$ cat config.mk
export PLATFORM = sky130hd
export DESIGN_NAME = mdp_top
export DESIGN_NICKNAME = d
export VERILOG_FILES = /design/src/shared/mdp_pkg.sv /design/src/hdl/mdp_reader.sv /design/src/hdl/mdp_top.sv
export SDC_FILE = /design/constraint.sdc
export NUM_CORES = 2
export LEC_CHECK = 0
export BUFFER_PORTS_ARGS = -buffer_cell sky130_fd_sc_hd__buf_4
export CAP_MARGIN = 40
export CELL_PAD_IN_SITES_DETAIL_PLACEMENT = 0
export CELL_PAD_IN_SITES_GLOBAL_PLACEMENT = 1
export CORE_AREA = 2 2 685 687
export DETAILED_ROUTE_END_ITERATION = 10
export DIE_AREA = 0 0 687 689
export HOLD_SLACK_MARGIN = 0.03
export PLACE_DENSITY = 0.49
export SETUP_SLACK_MARGIN = 0.05
export SYNTH_ARGS = -nofsm -noshare
export SYNTH_HDL_FRONTEND = slang
export SYNTH_SLANG_ARGS = --single-unit
$ cat constraint.sdc
create_clock -name sys_clk -period 4.4 [get_ports sys_clk]
set_input_delay 0.66 -clock sys_clk [delete_from_list [all_inputs] [get_ports sys_clk]]
set_output_delay 0.66 -clock sys_clk [all_outputs]
set_load 0.03 [all_outputs]
$ cat src/shared/mdp_pkg.sv
// Shared constants and carrier types of the multiport memory front end.
// Assumes one memory clock (sys_clk) for all ports and the controller face.
`default_nettype none
package mdp_pkg;
  // Memory word and address widths
  localparam int DATA_W = 256;
  localparam int ADDR_W = 32;
  // Number of reader ports, outstanding read cap, tag FIFO depth
  localparam int NUM_RD = 2;
  localparam int RD_DEPTH = 128;
  localparam int TAG_DEPTH = 256;
  // Words a client should keep spare beyond the read cap
  localparam int AFULL_MARGIN = 8;
  // Register byte offsets on the AHB-Lite slave
  localparam logic [7:0] CTRL_OFS = 8'h00;
  localparam logic [7:0] STAT_OFS = 8'h04;
  localparam logic [7:0] TAGC_OFS = 8'h08;
  // Control register layout and reset value
  localparam int CTRL_EN_BIT = 0;
  localparam logic [31:0] CTRL_RST = 32'h0000_0001;
  // Status register field positions
  localparam int STAT_GRANT_LSB = 0;
  localparam int STAT_WBUSY_BIT = 8;
  localparam int STAT_CMDV_BIT = 9;
  // Command toward the controller command FIFO
  typedef struct packed {
    logic write;
    logic [ADDR_W-1:0] addr;
    logic [DATA_W-1:0] data;
  } mdp_cmd_t;
  // Reader port request group from a client
  typedef struct packed {
    logic strobe;
    logic abort;
    logic [ADDR_W-1:0] first;
    logic [ADDR_W-1:0] last;
    logic [ADDR_W-1:0] low;
    logic [ADDR_W-1:0] high;
  } mdp_rdreq_t;
  // First and last word markers
  typedef struct packed {
    logic first;
    logic last;
  } mdp_flags_t;
endpackage
`default_nettype wire

$ cat src/hdl/mdp_reader.sv
// One reader port: turns a strobed address range into read commands.
// Assumes the top grants it through cmd_take and returns tagged data.
`default_nettype none
module mdp_reader
  import mdp_pkg::*;
#(
  parameter int DEPTH = RD_DEPTH
) (
  input wire logic sys_clk,
  input wire logic reset_n,
  input wire logic port_reset,
  input wire mdp_rdreq_t req,
  input wire logic afull,
  input wire logic cmd_take,
  output logic cmd_req,
  output logic [ADDR_W-1:0] cmd_addr,
  output mdp_flags_t cmd_flags,
  input wire logic ret_valid,
  input wire logic [DATA_W-1:0] ret_data,
  input wire mdp_flags_t ret_flags,
  output logic [DATA_W-1:0] read_data,
  output logic read_wr,
  output logic read_first,
  output logic read_last,
  output logic read_sent,
  output logic read_done
);
  localparam int CW = $clog2(DEPTH + 1);
  localparam logic [CW-1:0] DEPTH_C = CW'(DEPTH);
  typedef enum logic {RD_IDLE, RD_RUN} mdp_rdst_t;
  mdp_rdst_t state_q, state_d; // Issue state
  logic [ADDR_W-1:0] addr_q, addr_d, last_q, last_d, low_q, low_d, high_q, high_d;
  logic first_q, first_d; // Next command opens the operation
  logic [CW-1:0] cnt_q, cnt_d; // Outstanding reads
  logic sent_q, sent_d, done_q, done_d;
  logic [DATA_W-1:0] data_q, data_d;
  logic wr_q, wr_d, fst_q, fst_d, lst_q, lst_d;

  assign cmd_req = (state_q == RD_RUN) && !afull && !req.abort && (cnt_q < DEPTH_C);
  assign cmd_addr = addr_q;
  assign cmd_flags = '{first: first_q, last: (addr_q == last_q)};

  // Next state of the issue side and the output stage
  always_comb begin
    state_d = state_q;
    addr_d = addr_q;
    last_d = last_q;
    low_d = low_q;
    high_d = high_q;
    first_d = first_q;
    cnt_d = cnt_q;
    // Outstanding count: up per command, down per returned word
    if (cmd_take) begin
      cnt_d = cnt_d + CW'(1);
    end
    if (ret_valid && (cnt_q != '0)) begin
      cnt_d = cnt_d - CW'(1);
    end
    case (state_q)
      RD_IDLE: begin
        if (req.strobe) begin
          state_d = RD_RUN;
          addr_d = req.first;
          last_d = req.last;
          low_d = req.low;
          high_d = req.high;
          first_d = 1'b1;
        end
      end
      RD_RUN: begin
        if (req.abort) begin
          // Abort stops further commands
          state_d = RD_IDLE;
        end else if (cmd_take) begin
          first_d = 1'b0;
          if (addr_q == last_q) begin
            state_d = RD_IDLE;
          end else if (addr_q == high_q) begin
            addr_d = low_q;
          end else begin
            addr_d = addr_q + ADDR_W'(1);
          end
        end
      end
      default: state_d = RD_IDLE;
    endcase
    if (port_reset) begin
      state_d = RD_IDLE;
      first_d = 1'b0;
      cnt_d = '0;
    end
    sent_d = (state_d == RD_IDLE);
    done_d = (state_d == RD_IDLE) && (cnt_d == '0);
    wr_d = ret_valid && !port_reset;
    data_d = ret_valid ? ret_data : data_q;
    fst_d = ret_valid && ret_flags.first && !port_reset;
    lst_d = ret_valid && ret_flags.last && !port_reset;
  end

  // Register all state
  always_ff @(posedge sys_clk or negedge reset_n) begin
    if (!reset_n) begin
      state_q <= RD_IDLE;
      addr_q <= '0;
      last_q <= '0;
      low_q <= '0;
      high_q <= '0;
      first_q <= 1'b0;
      cnt_q <= '0;
      sent_q <= 1'b1;
      done_q <= 1'b1;
      data_q <= '0;
      wr_q <= 1'b0;
      fst_q <= 1'b0;
      lst_q <= 1'b0;
    end else begin
      state_q <= state_d;
      addr_q <= addr_d;
      last_q <= last_d;
      low_q <= low_d;
      high_q <= high_d;
      first_q <= first_d;
      cnt_q <= cnt_d;
      sent_q <= sent_d;
      done_q <= done_d;
      data_q <= data_d;
      wr_q <= wr_d;
      fst_q <= fst_d;
      lst_q <= lst_d;
    end
  end

  assign read_data = data_q;
  assign read_wr = wr_q;
  assign read_first = fst_q;
  assign read_last = lst_q;
  assign read_sent = sent_q;
  assign read_done = done_q;
endmodule
`default_nettype wire

$ cat src/hdl/mdp_top.sv
// Multiport front end: one writer port, NRD reader ports, priority command
// mux, tag FIFO for returned reads and a small AHB-Lite register slave.
// Assumes the controller command FIFO answers cmd_ready and returns one
// 256-bit word per read command, in order, on rd_valid.
//
// Behaviour
// - Read and write data buses 256 bits
// - Read valid strobe marks valid words
// - First-word marker on first read word
// - Last-word marker on final read word
// - Almost full stops further read commands
// - 32-bit write addresses, wrap last to first
// - Writer done once write completes
// - Write-last ends operation, otherwise keeps wrapping
// - Take-data output marks captured word
// - Strict fixed priority command grant
// - Higher priority switches select, accepted next
// - One 256-bit word per command
// - Ports walk whole requested address range
// - Tag pushed with each read command
// - Popped tag routes returned word
// - Tag carries first and last flags
// - Outstanding reads capped per port
// - Reader wraps high back to low
// - Sent once commands issued, restrobe allowed
// - Done after all data delivered
`default_nettype none
module mdp_top
  import mdp_pkg::*;
#(
  parameter int NRD = NUM_RD,
  parameter int RDEP = RD_DEPTH,
  parameter int TDEP = TAG_DEPTH
) (
  input wire logic sys_clk,
  input wire logic reset_n,
  // AHB-Lite slave
  input wire logic hsel,
  input wire logic [31:0] haddr,
  input wire logic [1:0] htrans,
  input wire logic hwrite,
  input wire logic [2:0] hsize,
  input wire logic [31:0] hwdata,
  input wire logic hready,
  output logic [31:0] hrdata,
  output logic hreadyout,
  output logic hresp,
  // Writer port
  input wire logic write_reset,
  input wire logic write_strobe,
  input wire logic [ADDR_W-1:0] write_first_addr,
  input wire logic [ADDR_W-1:0] write_last_addr,
  input wire logic [DATA_W-1:0] write_data,
  input wire logic write_last,
  input wire logic write_empty,
  output logic write_take,
  output logic write_done,
  // Reader ports
  input wire logic [NRD-1:0] read_reset,
  input wire mdp_rdreq_t [NRD-1:0] read_req,
  input wire logic [NRD-1:0] read_afull,
  output logic [NRD-1:0][DATA_W-1:0] read_data,
  output logic [NRD-1:0] read_valid,
  output logic [NRD-1:0] read_firstdata,
  output logic [NRD-1:0] read_lastdata,
  output logic [NRD-1:0] read_sent,
  output logic [NRD-1:0] read_done,
  // Controller face
  output mdp_cmd_t cmd,
  output logic cmd_valid,
  input wire logic cmd_ready,
  input wire logic rd_valid,
  input wire logic [DATA_W-1:0] rd_data
);
  localparam int NP = NRD + 1; // Port 0 writer, then readers
  localparam int SW = $clog2(NP);
  localparam int TW = $clog2(NRD) > 0 ? $clog2(NRD) : 1;
  localparam int PW = $clog2(TDEP);
  typedef struct packed {
    logic [TW-1:0] port;
    mdp_flags_t flags;
  } mdp_tag_t;
  typedef enum logic {WR_IDLE, WR_RUN} mdp_wrst_t;

  // Highest priority requester; lowest index wins
  function automatic logic [SW-1:0] mdp_pick(input logic [NP-1:0] r);
    logic [SW-1:0] p;
    p = '0;
    for (int i = NP - 1; i >= 0; i--) begin
      if (r[i]) begin
        p = SW'(i);
      end
    end
    return p;
  endfunction

  logic [NP-1:0] req; // Per-port command requests
  logic [NRD-1:0][ADDR_W-1:0] rd_addr;
  mdp_flags_t [NRD-1:0] rd_flags;
  logic [NRD-1:0] rd_take, rd_ret;
  logic [SW-1:0] sel_q, sel_d; // Selection register
  logic take; // Granted port hands over a command
  logic [31:0] ctrl_q, ctrl_d; // Control register
  mdp_cmd_t cmd_q, cmd_d;
  logic cmdv_q, cmdv_d;
  mdp_tag_t ctag_q, ctag_d; // Tag riding with the staged command
  mdp_wrst_t wst_q, wst_d;
  logic [ADDR_W-1:0] waddr_q, waddr_d, wfirst_q, wfirst_d, wlast_q, wlast_d;
  logic wtake_q, wtake_d, wdone_q, wdone_d;
  mdp_tag_t tag_mem [TDEP]; // Tag FIFO storage
  logic [PW-1:0] twp_q, twp_d, trp_q, trp_d;
  logic [PW:0] tcnt_q, tcnt_d;
  logic tpush, tpop;
  mdp_tag_t tag_out;
  logic ap_q, ap_d, apw_q, apw_d; // Pending AHB data phase
  logic [7:0] apa_q, apa_d;
  logic [31:0] hrd_q, hrd_d;

  // Writer requests only with data and no take pulse pending
  assign req[0] = (wst_q == WR_RUN) && !write_empty && !wtake_q;
  // Accept when enabled and the staging slot frees
  assign take = ctrl_q[CTRL_EN_BIT] && req[sel_q] && (!cmdv_q || cmd_ready);
  assign tpush = cmdv_q && cmd_ready && !cmd_q.write;
  assign tpop = rd_valid && (tcnt_q != '0);
  assign tag_out = tag_mem[trp_q];

  // Reader ports
  for (genvar g = 0; g < NRD; g++) begin : g_rd
    assign rd_take[g] = take && (sel_q == SW'(g + 1));
    assign rd_ret[g] = tpop && (tag_out.port == TW'(g));
    mdp_reader #(.DEPTH(RDEP)) u_rd (
      .sys_clk(sys_clk),
      .reset_n(reset_n),
      .port_reset(read_reset[g]),
      .req(read_req[g]),
      .afull(read_afull[g]),
      .cmd_take(rd_take[g]),
      .cmd_req(req[g + 1]),
      .cmd_addr(rd_addr[g]),
      .cmd_flags(rd_flags[g]),
      .ret_valid(rd_ret[g]),
      .ret_data(rd_data),
      .ret_flags(tag_out.flags),
      .read_data(read_data[g]),
      .read_wr(read_valid[g]),
      .read_first(read_firstdata[g]),
      .read_last(read_lastdata[g]),
      .read_sent(read_sent[g]),
      .read_done(read_done[g])
    );
  end

  // Arbiter, command stage and writer port
  always_comb begin
    sel_d = sel_q;
    if ((req != '0) && ((mdp_pick(req) < sel_q) || !req[sel_q])) begin
      sel_d = mdp_pick(req);
    end
    cmd_d = cmd_q;
    cmdv_d = cmdv_q && !cmd_ready;
    ctag_d = ctag_q;
    if (take) begin
      cmdv_d = 1'b1;
      if (sel_q == '0) begin
        cmd_d = '{write: 1'b1, addr: waddr_q, data: write_data};
      end else begin
        cmd_d = '{write: 1'b0, addr: rd_addr[sel_q - SW'(1)], data: '0};
        ctag_d = '{port: TW'(sel_q - SW'(1)), flags: rd_flags[sel_q - SW'(1)]};
      end
    end
    wst_d = wst_q;
    waddr_d = waddr_q;
    wfirst_d = wfirst_q;
    wlast_d = wlast_q;
    wdone_d = wdone_q;
    wtake_d = take && (sel_q == '0);
    case (wst_q)
      WR_IDLE: begin
        if (write_strobe) begin
          wst_d = WR_RUN;
          waddr_d = write_first_addr;
          wfirst_d = write_first_addr;
          wlast_d = write_last_addr;
          wdone_d = 1'b0;
        end
      end
      WR_RUN: begin
        if (take && (sel_q == '0)) begin
          if (write_last) begin
            wst_d = WR_IDLE;
            wdone_d = 1'b1;
          end else if (waddr_q == wlast_q) begin
            waddr_d = wfirst_q;
          end else begin
            waddr_d = waddr_q + ADDR_W'(1);
          end
        end
      end
      default: wst_d = WR_IDLE;
    endcase
    if (write_reset) begin
      wst_d = WR_IDLE;
      wdone_d = 1'b0;
      wtake_d = 1'b0;
    end
    // Tag FIFO pointers
    twp_d = tpush ? twp_q + PW'(1) : twp_q;
    trp_d = tpop ? trp_q + PW'(1) : trp_q;
    tcnt_d = tcnt_q + (PW + 1)'(tpush) - (PW + 1)'(tpop);
  end

  // AHB-Lite slave: zero wait, always OKAY
  always_comb begin
    ap_d = hsel && hready && htrans[1];
    apw_d = hwrite;
    apa_d = haddr[7:0];
    ctrl_d = ctrl_q;
    hrd_d = hrd_q;
    // Write lands in the data phase
    if (ap_q && apw_q && (apa_q == CTRL_OFS)) begin
      ctrl_d = hwdata;
    end
    // Read data fetched at the address phase
    if (ap_d && !hwrite) begin
      case (haddr[7:0])
        CTRL_OFS: hrd_d = ctrl_q;
        STAT_OFS: begin
          hrd_d = '0;
          hrd_d[STAT_GRANT_LSB +: SW] = sel_q;
          hrd_d[STAT_WBUSY_BIT] = (wst_q == WR_RUN);
          hrd_d[STAT_CMDV_BIT] = cmdv_q;
        end
        TAGC_OFS: hrd_d = 32'(tcnt_q);
        default: hrd_d = '0;
      endcase
    end
  end

  // Register all state except the tag storage
  always_ff @(posedge sys_clk or negedge reset_n) begin
    if (!reset_n) begin
      sel_q <= '0;
      cmd_q <= '0;
      cmdv_q <= 1'b0;
      ctag_q <= '0;
      wst_q <= WR_IDLE;
      waddr_q <= '0;
      wfirst_q <= '0;
      wlast_q <= '0;
      wtake_q <= 1'b0;
      wdone_q <= 1'b0;
      twp_q <= '0;
      trp_q <= '0;
      tcnt_q <= '0;
      ap_q <= 1'b0;
      apw_q <= 1'b0;
      apa_q <= '0;
      ctrl_q <= CTRL_RST;
      hrd_q <= '0;
    end else begin
      sel_q <= sel_d;
      cmd_q <= cmd_d;
      cmdv_q <= cmdv_d;
      ctag_q <= ctag_d;
      wst_q <= wst_d;
      waddr_q <= waddr_d;
      wfirst_q <= wfirst_d;
      wlast_q <= wlast_d;
      wtake_q <= wtake_d;
      wdone_q <= wdone_d;
      twp_q <= twp_d;
      trp_q <= trp_d;
      tcnt_q <= tcnt_d;
      ap_q <= ap_d;
      apw_q <= apw_d;
      apa_q <= apa_d;
      ctrl_q <= ctrl_d;
      hrd_q <= hrd_d;
    end
  end

  // Tag storage, no reset needed
  always_ff @(posedge sys_clk) begin
    if (tpush) begin
      tag_mem[twp_q] <= ctag_q;
    end
  end

  assign cmd = cmd_q;
  assign cmd_valid = cmdv_q;
  assign write_take = wtake_q;
  assign write_done = wdone_q;
  assign hrdata = hrd_q;
  assign hreadyout = 1'b1;
  assign hresp = 1'b0;
endmodule
`default_nettype wire

==> run metrics <==
result of the run=finished clean; proportion of layout cells with a drive suffix above 1=0.387; clock group share of total power=0.241; wire length per cell after detailed routing=35.3 microns; standard cell core area=0.466 sq mm; P per Cell Area=769 mW/mm^2; die boundary height=689 microns; design internal power=54400 uW; peak fanout along the critical path=27; total of fill cells in the finished design=48400; total vias in the final route=65300; max_slew headroom=0.397; most common library cell in the layout ignoring fill and taps=sky130_fd_sc_hd__buf_4; portion of total power attributed to sequential cells=0.302; number of max-slew violations in the final report=0; area of the die=0.473 sq mm; worst-margin pin slew=0.905 ns; most frequent cells in the layout=sky130_fd_sc_hd__buf_4, sky130_fd_sc_hd__dfrtp_1, sky130_fd_sc_hd__mux2_2; number of nets still failing antenna checks after routing=0; crit path capture type=flip-flop; placement row count=251; startpoint type of the worst setup path=flip-flop; FFs w/ async S/R, synth=0.627; total global routing track utilization=0.220; hold crit path type=in2reg; share of the yosys chip area belonging to registers=0.643; arrival time reported for the critical path endpoint=5.00 ns; max_cap viols=0; CTS tree=done; mean post-synth cell area=13.8 sq um; combinational group share of total power=0.457; total congestion overflow after global routing=0; post-synth net total=7178; first-pass detailed-route iteration total=6; fraction of power spent switching nets=0.436; Fin. Hold Viols=0; clock-pin slew on the worst setup and hold paths=0.06 ns; global-route wire length before repair=686000 microns; number of synthesis warnings=0; via density per instance=4.26; initial antenna violation count=158; worst endpoint required time=5.17 ns; number of buffers inserted during clock tree synthesis=269; sink count of the clock tree=2059; Final Setup Violations=0; P_sw=42000 uW; horizontal die dimension=687 microns; count of buffers inserted at the top-level ports=1737; setup repair after global routing missed its margin=yes; Layout Area Growth over Synthesis=45.5%; post-layout total power=96400 uW; Worst Setup Slack, final=0.174 ns; leakage power figure=0.0513 uW; worst setup path category=reg2reg; unique cell type count in the Yosys netlist=69; final wirelength=541000 microns; number of enable-type register cells in the synthesized netlist=768; drt first-iter violations=6043; DRC violation count after routing=0; achievable frequency=0.237 GHz; half-perimeter wire length after detailed placement=441000 microns; clock insertion delay at the later pin of the skew report=0.92 ns; FF+latch count, synth=2059; post-synthesis instance total=6230; vias in the first global route=66400; Final Cycle Share=0.961; I/O pin count=1768; Worst Hold Margin=0.124 ns; number of H-tree levels=5; CTS root buffer=sky130_fd_sc_hd__clkbuf_16; pre-CTS setup slack=-0.173 ns; top flip-flop cell by instance count after synthesis=sky130_fd_sc_hd__dfrtp_1; setup clock skew after layout=0.0975 ns; worst-case clock buffer depth=4; last weighted congestion value of the routability-driven placer=0.946; maximum number of pins on one net before global-route repair=170; effective utilization at floorplan=0.185; Final #Nets=9787; clock period minus worst slack=4.23 ns; Max rail drop VDD=439 uV; cell area after synthesis=0.0861 sq mm
cells by family after synthesis:
logic type	share of synthesized area
flops	0.643
simple gates	0.0889
mux	0.184
buf+inv	0.0247
compound gates	0.0266
xor+xnor	0.0290
fa+ha+maj	0.00416
other cells	0.0000872
cells in the mapped netlist (24+ instances only):
| cell type | count | share of area |
|---|---|---|
| sky130_fd_sc_hd__xnor2_1 | 165 | 0.017 |
| sky130_fd_sc_hd__buf_2 | 61 | 0.0035 |
| sky130_fd_sc_hd__nor2_1 | 488 | 0.021 |
| sky130_fd_sc_hd__dfrtp_1 | 1286 | 0.37 |
| sky130_fd_sc_hd__ha_1 | 27 | 0.0039 |
| sky130_fd_sc_hd__clkbuf_1 | 343 | 0.015 |
| sky130_fd_sc_hd__mux2_1 | 34 | 0.0044 |
| sky130_fd_sc_hd__buf_1 | 24 | 0.0010 |
| sky130_fd_sc_hd__nor4_1 | 27 | 0.0020 |
| sky130_fd_sc_hd__o21ai_0 | 118 | 0.0069 |
| sky130_fd_sc_hd__a22o_1 | 26 | 0.0026 |
| sky130_fd_sc_hd__a21oi_1 | 163 | 0.0095 |
| sky130_fd_sc_hd__and3_1 | 24 | 0.0017 |
| sky130_fd_sc_hd__edfxtp_1 | 768 | 0.27 |
| sky130_fd_sc_hd__mux4_2 | 223 | 0.058 |
| sky130_fd_sc_hd__nand4_1 | 66 | 0.0048 |
| sky130_fd_sc_hd__mux2_2 | 778 | 0.10 |
| sky130_fd_sc_hd__buf_4 | 25 | 0.0022 |
| sky130_fd_sc_hd__inv_1 | 39 | 0.0017 |
| sky130_fd_sc_hd__nand2_1 | 710 | 0.031 |
| sky130_fd_sc_hd__nand3_1 | 337 | 0.020 |
| sky130_fd_sc_hd__xor2_1 | 120 | 0.012 |
| sky130_fd_sc_hd__mux2i_1 | 164 | 0.019 |
metrics by stage:
step,instance area [sq um],cells,utilization,TNS (ns)
finish,125000,15300,0.269,0
global route,125000,15300,0.269,0
CTS,125000,15200,0.268,0
detailed placement,108000,14000,0.232,-8.36
global placement,108000,14000,0.231,-15.16
floorplan,86100,6230,-,0
per-layer routing:
layer | GRT usage | routed length, microns
met5 | 0 | 170
met2 | 0.334 | 235000
met3 | 0.0648 | 43700
met1 | 0.292 | 236000
met4 | 0.0887 | 26200
registers in the layout, summed over array words and instances, names as in the netlist, 3 cells and up:
name	flops
g_rd.u_rd.cmd_addr	64
g_rd.u_rd.last_q	64
twp_q	8
ctag_q	3
g_rd.u_rd.high_q	64
wlast_q	32
g_rd.u_rd.cnt_q	16
trp_q	8
cmd	289
tcnt_q	9
hrdata	32
waddr_q	32
g_rd.u_rd.read_data	512
ctrl_q	32
wfirst_q	32
apa_q	8
tag_mem	768
g_rd.u_rd.low_q	64
path summary, 6_finish.rpt:
path | depth (start not counted) | startpoint | slack [ns] | end
min in group asynchronous | 2 | reset_n | 0.46 | trp_q[0]
worst min-delay path | 3 | write_data[169] | 0.12 | cmd[169]
max in group asynchronous | 4 | reset_n | 2.62 | g_rd[1].u_rd.read_data[11]
worst min register to register | 2 | cmd[194] | 0.46 | cmd[194]
worst max register to register | 13 | trp_q[0] | 0.17 | g_rd[0].u_rd.read_data[32]
worst max-delay path | 13 | trp_q[0] | 0.17 | g_rd[0].u_rd.read_data[32]
power groups by stage:
stage | sequential, uW | combinational, uW | clock (uW)
after floorplan | 35500 | 13600 | 0
after global placement | 29400 | 43000 | 0
after detailed placement | 29500 | 43200 | 0
after CTS | 29100 | 44100 | 23900
after global routing | 29700 | 45500 | 24600
final | 29100 | 44000 | 23300
worst max-delay path: stages (launching register included):
cell and delay (ns):
sky130_fd_sc_hd__dfrtp_4 0.51, sky130_fd_sc_hd__buf_16 0.21, sky130_fd_sc_hd__mux4_2 0.58, sky130_fd_sc_hd__a22oi_1 0.23, sky130_fd_sc_hd__a31oi_1 0.12, sky130_fd_sc_hd__buf_4 0.17
sky130_fd_sc_hd__nor4bb_2 0.38, sky130_fd_sc_hd__a21boi_1 0.16, sky130_fd_sc_hd__buf_4 0.16, sky130_fd_sc_hd__a211oi_4 0.34, sky130_fd_sc_hd__buf_4 0.18, sky130_fd_sc_hd__buf_12 0.19
sky130_fd_sc_hd__buf_16 0.26, sky130_fd_sc_hd__mux2_2 0.36
timing repair:
item / in CTS / in global routing
hold buffers: 766 / 0
resized for setup: 5 / 9
pin swaps: 0 / 1
setup buffers: 3 / 3
endpoints found under the setup margin: 325 / 96
gates cloned: 1 / 8
endpoints found under the hold margin: 1053 / 0
area by class of cell:
class | instances | area [sq um] | area share
timing repair buffer | 2802 | 23900 | 0.191
antenna | 52 | 130 | 0.00104
inverter | 39 | 146 | 0.00117
clock inverter | 119 | 1530 | 0.0122
sequential | 2059 | 55400 | 0.442
multi-input combinational | 3668 | 28800 | 0.230
tap | 6198 | 7750 | 0.0619
clock buffer | 366 | 7640 | 0.0610
Power figures use the tool's default switching activity.
